File: src/design/fhsc_params.svh
// Purpose: constants of the flash hold and security controller
// Assumes: included by its bare name
// Notes:   definitions only
`ifndef FHSC_PARAMS_SVH
`define FHSC_PARAMS_SVH
// ---------------------------------------------------------------
// link register selects
// ---------------------------------------------------------------
`define FHSC_SEL_ACCEPTOR 2'h0
`define FHSC_SEL_CONTROL  2'h1
`define FHSC_SEL_ADDRESS  2'h2
`define FHSC_SEL_BUFFER   2'h3
// ---------------------------------------------------------------
// flash_control and address fields
// ---------------------------------------------------------------
`define FHSC_CTL_PRG      0
`define FHSC_CTL_AUTOERASE_PROGRAM_FLAG    1
`define FHSC_CTL_CHIP_ERASE_FLAG     2
`define FHSC_CTL_XSEL_LO  3
`define FHSC_CTL_XSEL_HI  4
`define FHSC_CTL_SECSET   6
`define FHSC_CTL_SECMON   7
`define FHSC_ADR_TARGET   11
`define FHSC_ADR_ROW_LO   7
// ---------------------------------------------------------------
// reset values and sequence constants
// ---------------------------------------------------------------
`define FHSC_SEC_RESET    1'b0
`define FHSC_XSEL_RESET   2'h0
`define FHSC_UNLOCK_1     4'h5
`define FHSC_UNLOCK_2     4'hA
`define FHSC_ROW_LAST     7'h7F
`define FHSC_NOP_COUNT    2'h2
// ---------------------------------------------------------------
// timing: transfer clock limit
// ---------------------------------------------------------------
`define FHSC_REF_MHZ      250
`define FHSC_XFER_MAX_MHZ 5
`define FHSC_XDIV_BASE    ((`FHSC_REF_MHZ + `FHSC_XFER_MAX_MHZ * 8 - 1) / (`FHSC_XFER_MAX_MHZ * 8))
`define FHSC_XSEL_MIN     2'h3
// ---------------------------------------------------------------
// host avalon map
// ---------------------------------------------------------------
`define FHSC_AV_CMD       4'h0
`define FHSC_AV_ARG       4'h4
`define FHSC_AV_STAT      4'h8
`define FHSC_AV_RES       4'hC
`define FHSC_ST_BUSY      0
`define FHSC_ST_HOLD      1
`define FHSC_ST_IRQ       2
`define FHSC_ST_INT       3
`endif

File: src/design/fhsc_pkg.sv
// Purpose: shared types of the flash hold and security controller
// Assumes: nothing
// Notes:   never imported, always scoped
package fhsc_pkg;
  typedef enum logic [1:0] {FHSC_FC_ROW_ERASE, FHSC_FC_CHIP_ERASE, FHSC_FC_SEC_SET} fhsc_fcmd_t;
  typedef enum logic [1:0] {D_IDLE, D_ARMED, D_CMD, D_XFER} fhsc_dst_t;
  typedef enum logic [2:0] {HC_CTRL, HC_READ, HC_TABLE, HC_STEP, HC_IRQACK} fhsc_hcmd_t;
  typedef enum logic [3:0] {HS_IDLE, HS_ACC5, HS_ACCA, HS_CTRL, HS_STEP, HS_RD, HS_ADDR, HS_TBL, HS_TWAIT,
                            HS_BUF, HS_WAIT, HS_ACK} fhsc_hst_t;
endpackage

File: src/design/fhsc_if.sv
// Purpose: link between the cpu end and the flash controller end
// Assumes: both ends on REF_CLK
// Notes:   no clocking block
`timescale 1ns/100ps
interface fhsc_if;
  logic       op_wr;
  logic       op_rd;
  logic       tbl_rd;
  logic [1:0] sel;
  logic [15:0] wdata;
  logic       step;
  logic       irq_ack;
  logic       rvalid;
  logic [7:0] rdata;
  logic       cpu_run;
  logic       irq_pend;
  modport dev (input op_wr, op_rd, tbl_rd, sel, wdata, step, irq_ack, output rvalid, rdata, cpu_run, irq_pend);
  modport cpu (output op_wr, op_rd, tbl_rd, sel, wdata, step, irq_ack, input rvalid, rdata, cpu_run, irq_pend);
endinterface // fhsc_if

File: src/design/fhsc_xfer_div.sv
// Purpose: transfer clock enable divider
// Assumes: sel stable while run is high
// Notes:   ratio is base times two to the sel
`timescale 1ns/100ps
`include "fhsc_params.svh"
module fhsc_xfer_div (
  input  wire logic       clk,
  input  wire logic       rst_b,
  input  wire logic       run,
  input  wire logic [1:0] sel,
  output logic            tick
);
  logic [5:0] cnt_q;
  wire  [5:0] lim = 6'((`FHSC_XDIV_BASE << sel) - 1);
  wire        wrap = cnt_q == lim;

  always_ff @(posedge clk or negedge rst_b) begin
    if (!rst_b) cnt_q <= 6'h00;
    else if (!run || wrap) cnt_q <= 6'h00;
    else cnt_q <= cnt_q + 6'h01;
  end

  assign tick = run && wrap;
endmodule // fhsc_xfer_div

File: src/design/fhsc_dev.sv
// Purpose: flash hold, security and read-back controller
// Assumes: flash answers FL_RDATA the cycle after FL_RD; RAM_RDATA one cycle after RAM_ADDR
// Notes:   CPU clock gate is LNK.cpu_run
// Contract
// RULE_01: control holds two-bit transfer clock select
// RULE_02: software keeps transfer clock at most 5 MHz
// RULE_03: write-only security set, hold, then cleared
// RULE_04: security set refuses main array programming
// RULE_05: monitor sets on security, clears on erase
// RULE_06: software waits two nops before monitor
// RULE_07: table reads return true flash data
// RULE_08: table read copies byte into buffer
// RULE_09: buffer reads zero while security set
// RULE_10: table read and buffer read back to back
// RULE_11: software sets target select before table read
// RULE_12: operation flag holds after one instruction
// RULE_13: hold stops CPU clock only
// RULE_14: software leaves watchdog off during flash use
// RULE_15: interrupts during hold latched, kept pending
// RULE_16: release serves pending interrupt, else resumes
// RULE_17: five then ten nibble sets acceptor
// RULE_18: executed operation clears acceptor and flag
// RULE_19: chip erase leaves array all ones
// RULE_20: program flag copies staging row, clears
// RULE_21: ungate with flag clear on completion
//
// The placing of the registers and the Avalon-MM register port were left to the implementer.
`timescale 1ns/100ps
`include "fhsc_params.svh"
module fhsc_dev (
  input  wire logic                  REF_CLK,
  input  wire logic                  RST_B,
  fhsc_if.dev                        LNK,
  input  wire logic                  IRQ_IN,
  output logic                       FL_CMD_VLD,
  output fhsc_pkg::fhsc_fcmd_t       FL_CMD,
  input  wire logic                  FL_DONE,
  output logic                       FL_WR,
  output logic                       FL_RD,
  output logic                       FL_BOOT,
  output logic [15:0]                FL_ADDR,
  output logic [7:0]                 FL_WDATA,
  input  wire logic [7:0]            FL_RDATA,
  output logic [6:0]                 RAM_ADDR,
  input  wire logic [7:0]            RAM_RDATA
);
  // ---------------------------------------------------------------
  // helpers
  // ---------------------------------------------------------------
  function automatic logic one_hot4(input logic [3:0] v);
    one_hot4 = (v != 4'h0) && ((v & (v - 4'h1)) == 4'h0);
  endfunction

  // ---------------------------------------------------------------
  // state
  // ---------------------------------------------------------------
  fhsc_pkg::fhsc_dst_t st_q;
  fhsc_pkg::fhsc_dst_t st_d;
  logic        acc_q;
  logic        half_q;
  logic [1:0]  xsel_q;
  logic        prg_q;
  logic        autoerase_program_flag_q;
  logic        chip_erase_flag_q;
  logic        security_set_flag_q;
  logic        sec_q;
  logic [15:0] addr_q;
  logic [7:0]  buf_q;
  logic [7:0]  rdata_q;
  logic        rvalid_q;
  logic        rdw_q;
  logic        pend_q;
  logic [6:0]  idx_q;
  logic        tick;

  // ---------------------------------------------------------------
  // decode
  // ---------------------------------------------------------------
  wire        in_idle  = st_q == fhsc_pkg::D_IDLE;
  wire        in_hold  = (st_q == fhsc_pkg::D_CMD) || (st_q == fhsc_pkg::D_XFER);
  wire [3:0]  nib      = LNK.wdata[3:0];
  wire        wr_acc   = LNK.op_wr && (LNK.sel == `FHSC_SEL_ACCEPTOR);
  wire        wr_ctl   = LNK.op_wr && (LNK.sel == `FHSC_SEL_CONTROL) && acc_q && in_idle; // RULE_17
  wire        wr_adr   = LNK.op_wr && (LNK.sel == `FHSC_SEL_ADDRESS);
  wire        req_prg  = LNK.wdata[`FHSC_CTL_PRG] && !sec_q;   // RULE_04
  wire        req_sep  = LNK.wdata[`FHSC_CTL_AUTOERASE_PROGRAM_FLAG] && !sec_q; // RULE_04
  wire [3:0]  req      = {LNK.wdata[`FHSC_CTL_SECSET], LNK.wdata[`FHSC_CTL_CHIP_ERASE_FLAG], req_sep, req_prg};
  wire [3:0]  flg      = {security_set_flag_q, chip_erase_flag_q, autoerase_program_flag_q, prg_q};
  wire        step_in  = (st_q == fhsc_pkg::D_ARMED) && LNK.step;    // RULE_12
  wire        go       = step_in && one_hot4(flg);                   // RULE_12
  wire        abort    = step_in && !one_hot4(flg);
  wire        cmd_done = (st_q == fhsc_pkg::D_CMD) && FL_DONE;
  wire        fin_cmd  = cmd_done && !autoerase_program_flag_q;
  wire        last     = (st_q == fhsc_pkg::D_XFER) && tick && (idx_q == `FHSC_ROW_LAST);
  wire        done     = fin_cmd || last;                            // RULE_21
  wire        tbl_go   = LNK.tbl_rd && !in_hold;
  // security_set_flag reads back zero: the set flag is write-only
  wire [7:0]  ctl_rd   = {sec_q, 1'b0, 1'b0, xsel_q, chip_erase_flag_q, autoerase_program_flag_q, prg_q}; // RULE_03 RULE_05
  wire [7:0]  buf_rd   = sec_q ? 8'h00 : buf_q;                      // RULE_09
  wire [7:0]  reg_rd   = (LNK.sel == `FHSC_SEL_ACCEPTOR) ? {7'h00, acc_q} :
                         (LNK.sel == `FHSC_SEL_CONTROL)  ? ctl_rd :
                         (LNK.sel == `FHSC_SEL_ADDRESS)  ? addr_q[7:0] : buf_rd;
  wire fhsc_pkg::fhsc_fcmd_t cmd_w = chip_erase_flag_q ? fhsc_pkg::FHSC_FC_CHIP_ERASE :          // RULE_19
                                     security_set_flag_q ? fhsc_pkg::FHSC_FC_SEC_SET : fhsc_pkg::FHSC_FC_ROW_ERASE;

  // ---------------------------------------------------------------
  // transfer clock
  // ---------------------------------------------------------------
  fhsc_xfer_div u_div (
    .clk   (REF_CLK),
    .rst_b (RST_B),
    .run   (st_q == fhsc_pkg::D_XFER),
    .sel   (xsel_q),   // RULE_01
    .tick  (tick)
  );

  // ---------------------------------------------------------------
  // sequencer
  // ---------------------------------------------------------------
  always_comb begin
    st_d = st_q;
    unique case (st_q)
      fhsc_pkg::D_IDLE:  if (wr_ctl && (req != 4'h0)) st_d = fhsc_pkg::D_ARMED;
      fhsc_pkg::D_ARMED: if (abort) st_d = fhsc_pkg::D_IDLE;
                         else if (go) st_d = prg_q ? fhsc_pkg::D_XFER : fhsc_pkg::D_CMD;
      fhsc_pkg::D_CMD:   if (cmd_done) st_d = autoerase_program_flag_q ? fhsc_pkg::D_XFER : fhsc_pkg::D_IDLE;
      fhsc_pkg::D_XFER:  if (last) st_d = fhsc_pkg::D_IDLE; // RULE_20
    endcase
  end

  always_ff @(posedge REF_CLK or negedge RST_B) begin
    if (!RST_B) st_q <= fhsc_pkg::D_IDLE;
    else st_q <= st_d;
  end

  // ---------------------------------------------------------------
  // acceptor and control
  // ---------------------------------------------------------------
  always_ff @(posedge REF_CLK or negedge RST_B) begin
    if (!RST_B) begin
      acc_q  <= 1'b0;
      half_q <= 1'b0;
    end else if (done) begin
      acc_q  <= 1'b0; // RULE_18
      half_q <= 1'b0;
    end else if (wr_acc) begin
      half_q <= nib == `FHSC_UNLOCK_1;                              // RULE_17
      if (half_q && (nib == `FHSC_UNLOCK_2)) acc_q <= 1'b1;         // RULE_17
    end
  end

  always_ff @(posedge REF_CLK or negedge RST_B) begin
    if (!RST_B) begin
      {security_set_flag_q, chip_erase_flag_q, autoerase_program_flag_q, prg_q} <= 4'h0;
      xsel_q <= `FHSC_XSEL_RESET;
    end else if (wr_ctl) begin
      {security_set_flag_q, chip_erase_flag_q, autoerase_program_flag_q, prg_q} <= req;
      xsel_q <= LNK.wdata[`FHSC_CTL_XSEL_HI:`FHSC_CTL_XSEL_LO]; // RULE_01
    end else if (done || abort) begin
      {security_set_flag_q, chip_erase_flag_q, autoerase_program_flag_q, prg_q} <= 4'h0; // RULE_03 RULE_18 RULE_21
    end
  end

  // stored as a flop here; the array keeps the durable copy
  always_ff @(posedge REF_CLK or negedge RST_B) begin
    if (!RST_B) sec_q <= `FHSC_SEC_RESET;
    else if (fin_cmd && security_set_flag_q) sec_q <= 1'b1; // RULE_03 RULE_05
    else if (fin_cmd && chip_erase_flag_q) sec_q <= 1'b0; // RULE_05
  end

  always_ff @(posedge REF_CLK or negedge RST_B) begin
    if (!RST_B) addr_q <= 16'h0000;
    else if (wr_adr && in_idle) addr_q <= LNK.wdata;
  end

  // ---------------------------------------------------------------
  // flash port
  // ---------------------------------------------------------------
  always_ff @(posedge REF_CLK or negedge RST_B) begin
    if (!RST_B) begin
      FL_CMD_VLD <= 1'b0;
      FL_CMD     <= fhsc_pkg::FHSC_FC_ROW_ERASE;
    end else begin
      FL_CMD_VLD <= go && !prg_q;
      if (go) FL_CMD <= cmd_w;
    end
  end

  always_ff @(posedge REF_CLK or negedge RST_B) begin
    if (!RST_B) idx_q <= 7'h00;
    else if (st_q != fhsc_pkg::D_XFER) idx_q <= 7'h00;
    else if (tick) idx_q <= idx_q + 7'h01; // RULE_20
  end

  assign RAM_ADDR = idx_q;

  always_ff @(posedge REF_CLK or negedge RST_B) begin
    if (!RST_B) begin
      FL_WR    <= 1'b0;
      FL_RD    <= 1'b0;
      FL_BOOT  <= 1'b0;
      FL_ADDR  <= 16'h0000;
      FL_WDATA <= 8'h00;
    end else begin
      FL_WR <= (st_q == fhsc_pkg::D_XFER) && tick; // RULE_20
      FL_RD <= tbl_go;                             // RULE_07
      if ((st_q == fhsc_pkg::D_XFER) && tick) begin
        FL_ADDR  <= {addr_q[15:`FHSC_ADR_ROW_LO], idx_q};
        FL_WDATA <= RAM_RDATA;
      end else if (tbl_go) begin
        FL_ADDR <= LNK.wdata;
        FL_BOOT <= addr_q[`FHSC_ADR_TARGET];
      end
    end
  end

  // ---------------------------------------------------------------
  // read path
  // ---------------------------------------------------------------
  always_ff @(posedge REF_CLK or negedge RST_B) begin
    if (!RST_B) begin
      rdw_q    <= 1'b0;
      rvalid_q <= 1'b0;
      rdata_q  <= 8'h00;
      buf_q    <= 8'h00;
    end else begin
      rdw_q    <= FL_RD;
      rvalid_q <= rdw_q || LNK.op_rd;
      if (rdw_q) begin
        rdata_q <= FL_RDATA; // RULE_07
        buf_q   <= FL_RDATA; // RULE_08
      end else if (LNK.op_rd) begin
        rdata_q <= reg_rd;
      end
    end
  end

  assign LNK.rvalid = rvalid_q;
  assign LNK.rdata  = rdata_q;

  // ---------------------------------------------------------------
  // hold gate and interrupts
  // ---------------------------------------------------------------
  // only the CPU clock stops; this latch and the rest run on REF_CLK
  assign LNK.cpu_run = !in_hold; // RULE_13 RULE_21

  // set wins over ack so a request in the ack cycle is kept
  always_ff @(posedge REF_CLK or negedge RST_B) begin
    if (!RST_B) pend_q <= 1'b0;
    else pend_q <= IRQ_IN || (pend_q && !LNK.irq_ack); // RULE_15
  end

  assign LNK.irq_pend = pend_q && !in_hold; // RULE_15 RULE_16
endmodule // fhsc_dev

File: src/flat_wrapper.sv
// flat-port wrapper written by rule: the top's interface ports become plain ports
module fhsc_dev_flat 
  (REF_CLK, RST_B, IRQ_IN, FL_CMD_VLD, FL_CMD, FL_DONE, FL_WR, FL_RD, FL_BOOT, FL_ADDR, FL_WDATA, FL_RDATA, RAM_ADDR, RAM_RDATA, LNK_op_wr, LNK_op_rd, LNK_tbl_rd, LNK_sel, LNK_wdata, LNK_step, LNK_irq_ack, LNK_rvalid, LNK_rdata, LNK_cpu_run, LNK_irq_pend);
  fhsc_if LNK_i ();
  input  wire logic REF_CLK;
  input  wire logic RST_B;
  input  wire logic IRQ_IN;
  output logic FL_CMD_VLD;
  output fhsc_pkg::fhsc_fcmd_t FL_CMD;
  input  wire logic FL_DONE;
  output logic FL_WR;
  output logic FL_RD;
  output logic FL_BOOT;
  output logic [15:0] FL_ADDR;
  output logic [7:0] FL_WDATA;
  input  wire logic [7:0] FL_RDATA;
  output logic [6:0] RAM_ADDR;
  input  wire logic [7:0] RAM_RDATA;
  input wire logic [$bits(LNK_i.op_wr)-1:0] LNK_op_wr;
  input wire logic [$bits(LNK_i.op_rd)-1:0] LNK_op_rd;
  input wire logic [$bits(LNK_i.tbl_rd)-1:0] LNK_tbl_rd;
  input wire logic [$bits(LNK_i.sel)-1:0] LNK_sel;
  input wire logic [$bits(LNK_i.wdata)-1:0] LNK_wdata;
  input wire logic [$bits(LNK_i.step)-1:0] LNK_step;
  input wire logic [$bits(LNK_i.irq_ack)-1:0] LNK_irq_ack;
  output wire logic [$bits(LNK_i.rvalid)-1:0] LNK_rvalid;
  output wire logic [$bits(LNK_i.rdata)-1:0] LNK_rdata;
  output wire logic [$bits(LNK_i.cpu_run)-1:0] LNK_cpu_run;
  output wire logic [$bits(LNK_i.irq_pend)-1:0] LNK_irq_pend;
  assign LNK_i.op_wr = LNK_op_wr;
  assign LNK_i.op_rd = LNK_op_rd;
  assign LNK_i.tbl_rd = LNK_tbl_rd;
  assign LNK_i.sel = LNK_sel;
  assign LNK_i.wdata = LNK_wdata;
  assign LNK_i.step = LNK_step;
  assign LNK_i.irq_ack = LNK_irq_ack;
  assign LNK_rvalid = LNK_i.rvalid;
  assign LNK_rdata = LNK_i.rdata;
  assign LNK_cpu_run = LNK_i.cpu_run;
  assign LNK_irq_pend = LNK_i.irq_pend;
  fhsc_dev u_core (.REF_CLK(REF_CLK), .RST_B(RST_B), .LNK(LNK_i), .IRQ_IN(IRQ_IN), .FL_CMD_VLD(FL_CMD_VLD), .FL_CMD(FL_CMD), .FL_DONE(FL_DONE), .FL_WR(FL_WR), .FL_RD(FL_RD), .FL_BOOT(FL_BOOT), .FL_ADDR(FL_ADDR), .FL_WDATA(FL_WDATA), .FL_RDATA(FL_RDATA), .RAM_ADDR(RAM_ADDR), .RAM_RDATA(RAM_RDATA));
endmodule
File: config.mk
export PLATFORM = sky130hd
export DESIGN_NAME = fhsc_dev_flat
export DESIGN_NICKNAME = d
export VERILOG_FILES = /design/src/design/fhsc_pkg.sv /design/src/design/fhsc_if.sv /design/src/design/fhsc_xfer_div.sv /design/src/design/fhsc_dev.sv /design/src/flat_wrapper.sv
export VERILOG_INCLUDE_DIRS = /design/src /design/src/design
export SDC_FILE = /design/constraint.sdc
export NUM_CORES = 1
export LEC_CHECK = 0
export ABC_AREA = 1
export BUFFER_PORTS_ARGS = -buffer_cell sky130_fd_sc_hd__clkbuf_2
export CORE_UTILIZATION = 46
export CTS_CLUSTER_DIAMETER = 60
export DETAILED_ROUTE_END_ITERATION = 8
export PLACE_DENSITY = 0.71
export SYNTH_ARGS = -nofsm -noshare
export SYNTH_HDL_FRONTEND = slang
export SYNTH_SLANG_ARGS = --single-unit
File: constraint.sdc
create_clock -name REF_CLK -period 3.32 [get_ports REF_CLK]
set_input_delay 0.166 -clock REF_CLK [delete_from_list [all_inputs] [get_ports REF_CLK]]
set_output_delay 0.166 -clock REF_CLK [all_outputs]
set_load 0.01 [all_outputs]
==> results of run 1 <==
==> power groups by stage <==
stage	clock network (mW)	registers (mW)	logic, mW
3_3_place_gp	0	1.54	0.859
3_5_place_dp	0	1.54	0.887
5_1_grt	0.939	1.57	1.02
6_report	0.878	1.53	0.893
2_1_floorplan	0	1.55	0.548
4_1_cts	0.896	1.53	0.901
==> state kept, by name, indices dropped and copies added, names as in the netlist, 2 cells and up <==
register and count:
u_core.FL_ADDR 16, u_core.addr_q 16, u_core.FL_WDATA 8, u_core.LNK.rdata 8, u_core.buf_q 8, u_core.RAM_ADDR 7
u_core.u_div.cnt_q 6, u_core.FL_CMD 2, u_core.st_q 2, u_core.xsel_q 2
==> area by class of cell <==
class / count / share of cell area
Sequential cell: 89 / 0.4391
Clock inverter: 5 / 0.02047
Multi-Input combinational cell: 321 / 0.3278
Clock buffer: 11 / 0.02590
Timing Repair Buffer: 103 / 0.1130
Inverter: 62 / 0.04711
Tap cell: 108 / 0.02664
==> through the flow <==
stage               hold WS [ns]  setup slack, ns  instances  instance area (um2)
floorplan                -0.1296            1.620        487                 4223
global placement         0.08844            1.164        674                 4747
detailed placement       0.08783            1.089        674                 4747
CTS                    0.0009093            1.067        699                 5072
global route             0.01195           0.8467        699                 5072
finish                   0.01098            1.100        699                 5072
==> layer usage <==
| metal | wire length (um) | vias up |
|---|---|---|
| met5 | 0 | - |
| met4 | 249 | 0 |
| met3 | 622 | 20 |
| met2 | 4554 | 110 |
| met1 | 4370 | 1684 |
| li1 | - | 1785 |
==> layout by cell type (no fill, tap or decap), types with 2 or more instances in the layout <==
cell,netlist,layout
sky130_fd_sc_hd__nand3_2,2,2
sky130_fd_sc_hd__clkbuf_8,0,9
sky130_fd_sc_hd__nand3_1,45,45
sky130_fd_sc_hd__o211ai_2,12,12
sky130_fd_sc_hd__inv_4,2,2
sky130_fd_sc_hd__dlygate4sd3_1,0,9
sky130_fd_sc_hd__buf_4,1,5
sky130_fd_sc_hd__o221ai_1,5,5
sky130_fd_sc_hd__nor3b_1,2,2
sky130_fd_sc_hd__ha_1,6,6
sky130_fd_sc_hd__o21ai_0,33,33
sky130_fd_sc_hd__clkbuf_1,6,2
sky130_fd_sc_hd__o31ai_1,2,2
sky130_fd_sc_hd__clkinv_2,1,2
sky130_fd_sc_hd__o311ai_0,2,2
sky130_fd_sc_hd__nor2_1,26,26
sky130_fd_sc_hd__o21ai_1,2,2
sky130_fd_sc_hd__nor2_2,3,3
sky130_fd_sc_hd__a21oi_1,7,7
sky130_fd_sc_hd__o21bai_1,2,2
sky130_fd_sc_hd__nand2_4,2,2
sky130_fd_sc_hd__nand4_1,8,8
sky130_fd_sc_hd__xnor2_1,3,3
sky130_fd_sc_hd__xor2_1,2,2
sky130_fd_sc_hd__dfrtp_1,89,89
sky130_fd_sc_hd__inv_2,5,5
sky130_fd_sc_hd__o211ai_1,5,5
sky130_fd_sc_hd__inv_1,54,54
sky130_fd_sc_hd__clkbuf_2,0,89
sky130_fd_sc_hd__nand2_1,143,143
sky130_fd_sc_hd__bufinv_16,0,3
==> kinds of logic (layout without fill, tap and decap cells) <==
logic type	Yosys count	in the layout	synth area share
fa+ha+maj	6	6	0.01778
flops	89	89	0.5274
buf+inv	77	181	0.07881
compound gates	74	74	0.1236
simple gates	236	236	0.2421
xor+xnor	5	5	0.01037
==> what timing repair did <==
action	in CTS	in global routing
hold endpoints to repair	29	0
hold buffers	9	0
buffers inserted	0	0
endpoints found under the setup margin	0	0
==> final timing paths <==
check	to	cells after the start	start	slack [ns]
hold / removal	u_core.FL_WDATA[5]	3	RAM_RDATA[5]	0.01
min in group asynchronous	u_core.LNK.rvalid	2	RST_B	0.23
hold reg to reg	u_core.rdw_q	0	u_core.FL_RD	0.42
setup reg to reg	u_core.FL_ADDR[0]	13	u_core.xsel_q[1]	1.10
setup / recovery	u_core.FL_ADDR[0]	13	u_core.xsel_q[1]	1.10
max in group asynchronous	u_core.pend_q	3	RST_B	2.28
==> critical path: stages, from the launching register on <==
cell and delay, ns:
sky130_fd_sc_hd__dfrtp_1 0.41, sky130_fd_sc_hd__inv_2 0.09, sky130_fd_sc_hd__ha_1 0.30, sky130_fd_sc_hd__inv_1 0.05
sky130_fd_sc_hd__nand2_1 0.05, sky130_fd_sc_hd__nand2_1 0.05, sky130_fd_sc_hd__nor2_2 0.10, sky130_fd_sc_hd__nand3_2 0.16
sky130_fd_sc_hd__clkinv_2 0.13, sky130_fd_sc_hd__nand2_4 0.22, sky130_fd_sc_hd__inv_4 0.29, sky130_fd_sc_hd__nand2_1 0.10
sky130_fd_sc_hd__nand2_1 0.06, sky130_fd_sc_hd__o21ai_0 0.07
==> reports/qor_table.md, run 1 <==
| Result | This run |
|---|---|
| Last weighted congestion value of the routability-driven placer | 0.8017 |
| GR Util met1 | 0.2765 |
| Number of detailed-routing iterations run before antenna repair | 7 |
| Die boundary height | 97.81 um |
| Syn_nets | 536 |
| Clock root buffer | sky130_fd_sc_hd__clkbuf_8 |
| Final setup skew | 0.009058 ns |
| Num Clock Sinks | 89 |
| Synth async-reset ratio | 1.000 |
| I/O Buffers | 90 |
| Synthesis-to-finish area growth | 20.12% |
| Largest net degree at the start of global routing | 39 |
| Vias post-DR | 3,599 |
| Fmax | 450.4 MHz |
| Clock-pin transition on the worst setup and hold timing paths | 0.08 ns |
| Max clock buf depth | 2 |
| Met2 capacity usage during global routing | 0.3710 |
| I/O pins | 91 |
| Maximum resistive drop on vdd | 0.0002893 V |
| Type of the worst setup path | register to register |
| Horizontal extent of the die | 97.81 um |
| Via density per instance | 5.149 |
| Synthesized instance count | 487 |
| Total Die Area | 9567 um2 |
| Maximum net fanout on the critical path | 31 |
| TNS Setup | 0 ns |
| Yosys Warn Count | 0 |
| Vias in the first global route | 3,613 |
| GRT Residual Overflow | 0 |
| Number of enable-type register cells in the synthesized netlist | 0 |
| Final WL | 9.798 mm |
| Sequential share of power | 0.464 |
| Flip-flop and latch count after synthesis | 89 |
| Power per cell area | 651.2 nW/um2 |
| Wire length of the first global-routing pass | 16.88 mm |
| Number of cell rows | 34 |
| Switching part of the total | 0.3336 |
| Total DRC errors in the routed layout | 14 |
| Library cell with the largest summed area after synthesis | sky130_fd_sc_hd__dfrtp_1 |
| Leakage | 2.610 nW |
| Mean cell area of the mapped netlist | 8.671 um2 |
| Share of the clock period used by the worst path | 0.6687 |
| Max transition margin | 0.5867 |
| Time the worst path needs with I/O delays and setup | 2.220 ns |
| Number of max-cap violations | 0 |
| Number of levels in the clock H-tree | 3 |
| CTS buffer count | 9 |
| Clk pwr share | 0.266 |
| Met3 track utilization from global routing | 0.05583 |
| Proportion of synthesized chip area in sequential cells | 0.5274 |
| Number of DRC markers after the initial detailed-route iteration | 191 |
| Main flop type after synthesis | sky130_fd_sc_hd__dfrtp_1 |
| Max-slew violation count | 0 |
| Unrepaired setup endpoints after global routing | no |
| Detail-routed net length per standard cell | 14.02 um |
| Required time of the worst setup path | 3.54 ns |
| Synth top area cells | sky130_fd_sc_hd__dfrtp_1 (53%), sky130_fd_sc_hd__nand2_1 (13%), sky130_fd_sc_hd__nand3_1 (5.3%) |
| Resize count post-CTS | 0 |
| Data arrival time of the worst path | 2.44 ns |
| Logic gate share of total power | 0.271 |
| CTS tree | built |
| Result of the run | finished, violations left |
| Gr busiest metal | met2 |
| Antenna violations before repair | 0 |
| Most frequent cells after synthesis | sky130_fd_sc_hd__nand2_1 (143), sky130_fd_sc_hd__dfrtp_1 (89), sky130_fd_sc_hd__inv_1 (54) |
| Area of all sequential standard cells | 2227 um2 |
| Internal power component | 2.201 mW |
| Antenna cell count | 0 |
| Most frequently used cell type in the post-synthesis netlist | sky130_fd_sc_hd__nand2_1 |
| Clock latency on the worst-skew pair | 0.36 ns |
| Post-DP HPWL | 7.115 mm |
| Net total in the final layout | 635 |
| Final setup fails | 0 |
| Overall fraction of global-route tracks in use | 0.2227 |
| Capturing element type of the critical path | register |
| Final antenna-violating net count | 0 |
| Failing checks | design-rule violations |
| Startpoint types | register |
| Post-route total power | 3.303 mW |
| Total area of multi-input combinational cells | 1663 um2 |
| Filler cell count | 816 |
| Slew of the pin with the lowest slew margin | 0.6185 ns |
| Core area | 8806 um2 |
| Area of the mapped netlist | 4223 um2 |
| Sw power | 1.102 mW |
| Final hold vios | 0 |
| Initial Util | 0.4795 |
| Fin util | 0.5760 |
| Hold crit path type | input port to register |
| Synth top area share | 0.5274 |
| Netlist cell types | 39 |
| Share of layout cells above drive strength 1 | 0.2352 |
(Power assumes the default switching activity.)
==> run 2, diff against run 1 <==
Settings changed: PLACE_DENSITY 0.71 to 0.74.
Clock period 3.32 ns to 1.9 ns, I/O delays scaled along.
==> run 2 against run 1 <==
Fmax grew 18%. Largest power group unchanged. Global-route usage grew 0.23 points. Non-clock buffer count grew 38. Sequential power grew 76%. Critical path depth shrank 2. Die area is the same. Combinational power grew 100%. Wire length grew 8.4%. First-iteration DRC count grew 24%. Via count grew 6.8%. The run still ends with design-rule violations left. Largest cell class unchanged.
==> reports/qor_table.md, run 2 (synthesized netlist as in run 1, its figures left out) <==
| Result | This run | Delta |
|---|---|---|
| Time the worst path needs with I/O delays and setup | 1.882 ns | -0.3382 ns |
| Number of levels in the clock H-tree | 3 | unchanged |
| Number of cell rows | 34 | unchanged |
| Leakage | 2.781 nW | +6.5% |
| Capturing element type of the critical path | register |  |
| Via density per instance | 5.217 | +1.3% |
| Power per cell area | 1039 nW/um2 | +60% |
| Core area | 8806 um2 | unchanged |
| Wire length of the first global-routing pass | 17.10 mm | +1.3% |
| Detail-routed net length per standard cell | 14.41 um | +2.8% |
| Post-DP HPWL | 7.374 mm | +3.6% |
| Max-slew violation count | 0 | unchanged |
| Largest net degree at the start of global routing | 55 | +41% |
| Fmax | 531.3 MHz | +18% |
| CTS buffer count | 9 | unchanged |
| Failing checks | design-rule violations |  |
| Number of max-cap violations | 0 | unchanged |
| Final antenna-violating net count | 0 | unchanged |
| Registers with the most flip-flops | u_core.FL_ADDR x16, u_core.addr_q x16 |  |
| Data arrival time of the worst path | 2.12 ns | -0.32 ns |
| Number of DRC markers after the initial detailed-route iteration | 236 | +24% |
| CTS tree | built |  |
| Placed cells | 682 | +1.2% |
| Total DRC errors in the routed layout | 12 | -2 |
| Maximum resistive drop on vdd | 0.0005634 V | +95% |
| Final setup fails | 0 | unchanged |
| I/O pins | 91 | unchanged |
| WHS | 0.01210 ns | +0.001122 ns |
| Number of detailed-routing iterations run before antenna repair | 8 | +1 |
| Vias post-DR | 3,845 | +6.8% |
| Required time of the worst setup path | 2.14 ns | -1.40 ns |
| Share of layout cells above drive strength 1 | 0.2734 | +0.03826 |
| Met2 capacity usage during global routing | 0.3628 | -0.008183 |
| Max transition margin | 0.6500 | +0.06332 |
| Final hold vios | 0 | unchanged |
| Overall fraction of global-route tracks in use | 0.2250 | +0.002274 |
| Total Die Area | 9567 um2 | unchanged |
| Net total in the final layout | 673 | +6.0% |
| Clock latency on the worst-skew pair | 0.36 ns | about the same |
| Final WL | 10.62 mm | +8.4% |
| Post-route non-filler standard cell count | 737 | +5.4% |
| Leading cell type in the layout, fill and taps excluded | sky130_fd_sc_hd__nand2_1 |  |
| Maximum net fanout on the critical path | 6 | -81% |
| Type of the worst setup path | register to register |  |
| GR Util met1 | 0.3022 | +0.02571 |
| Antenna cell count | 0 | unchanged |
| Commonest non-fill, non-tap cells in the layout | sky130_fd_sc_hd__nand2_1 (142), sky130_fd_sc_hd__clkbuf_2 (89), sky130_fd_sc_hd__dfrtp_1 (87) |  |
| GRT Residual Overflow | 0 | unchanged |
| Hold crit path type | input port to register |  |
| Final setup skew | 0.007168 ns | -0.001890 ns |
| Max clock buf depth | 2 | unchanged |
| Antenna violations before repair | 0 | unchanged |
| Vias in the first global route | 3,610 | -0.083% |
| Met3 track utilization from global routing | 0.04653 | -0.009306 |
| Die boundary height | 97.81 um | unchanged |
| Initial Util | 0.4795 | unchanged |
| Num Clock Sinks | 89 | unchanged |
| Clock-pin transition on the worst setup and hold timing paths | 0.09 ns | about the same |
| Slew of the pin with the lowest slew margin | 0.5231 ns | -0.09541 ns |
| Horizontal extent of the die | 97.81 um | unchanged |
| Synthesis-to-finish area growth | 31.02% |  |
| Share of the clock period used by the worst path | 0.9905 | +0.3218 |
| Last weighted congestion value of the routability-driven placer | 0.8278 | +3.3% |
| Clock root buffer | sky130_fd_sc_hd__clkbuf_8 |  |
| I/O Buffers | 90 | unchanged |
| Gr busiest metal | met2 |  |
| Startpoint types | register |  |
| Result of the run | finished, violations left |  |
## run 2: critical path: stages, from the launching register on
cell and delay, ns:
sky130_fd_sc_hd__dfrtp_2 0.48, sky130_fd_sc_hd__buf_6 0.15, sky130_fd_sc_hd__ha_4 0.15, sky130_fd_sc_hd__nand2_1 0.06, sky130_fd_sc_hd__nand2_1 0.06, sky130_fd_sc_hd__nor2_2 0.18
sky130_fd_sc_hd__nand3_4 0.14, sky130_fd_sc_hd__inv_4 0.12, sky130_fd_sc_hd__nand2_8 0.09, sky130_fd_sc_hd__buf_4 0.18, sky130_fd_sc_hd__nand3_1 0.08, sky130_fd_sc_hd__o211ai_2 0.07
## run 2: per-layer routing
metal / routed length (um) / share of wire
met1: 4781 / 0.45
met5: 0 / 0
met3: 628 / 0.059
met2: 4994 / 0.47
met4: 216 / 0.020
## run 2: where the power goes
group	switching (mW)	internal, mW	total (mW)
Combinational	1.05	0.747	1.80
Sequential	0.330	2.37	2.70
Clock	0.669	0.581	1.25
Total	2.05	3.70	5.75
## run 2: area by class of cell
| cell class | instances | area (um2) |
|---|---|---|
| inverter | 62 | 250.2 |
| sequential | 89 | 2230 |
| tap | 108 | 135.1 |
| clock buffer | 12 | 165.2 |
| clock inverter | 4 | 26.28 |
| multi-input combinational | 321 | 1738 |
| fill | 718 | 3273 |
| timing repair buffer | 141 | 988.4 |
## run 2: worst paths after layout
kind	start	end	slack [ns]	cells past startpoint
worst max-delay path	u_core.xsel_q[1]	u_core.FL_ADDR[2]	0.02	11
worst min-delay path	LNK_wdata[8]	u_core.FL_ADDR[8]	0.01	3
worst max register to register	u_core.xsel_q[1]	u_core.FL_ADDR[2]	0.02	11
worst min register to register	u_core.FL_RD	u_core.rdw_q	0.43	0
max in group asynchronous	RST_B	u_core.xsel_q[1]	0.99	3
min in group asynchronous	RST_B	u_core.u_div.cnt_q[4]	0.24	2
## run 2: timing repair
| item | CTS | global route |
|---|---|---|
| endpoints found under the hold margin | 68 | 1 |
| buffers inserted | 0 | 11 |
| pin swaps | 0 | 5 |
| setup endpoints to repair | 2 | 34 |
| cloned | 0 | 2 |
| resized for setup | 2 | 26 |
| hold buffers | 25 | 1 |
## run 2: per-stage QoR
stage | instance area (um2) | setup TNS (ns) | util | worst slack (ns) | power [mW]
finish | 5533 | 0 | 0.6283 | 0.01798 | 5.748
global route | 5533 | -1.448 | 0.6283 | -0.08812 | 6.130
CTS | 5280 | -0.003121 | 0.5996 | -0.002715 | 5.581
detailed placement | 4832 | 0 | 0.5487 | 0.008807 | 4.290
global placement | 4832 | 0 | 0.5487 | 0.07708 | 4.215
floorplan | 4223 | 0 | - | 0.1999 | 3.671
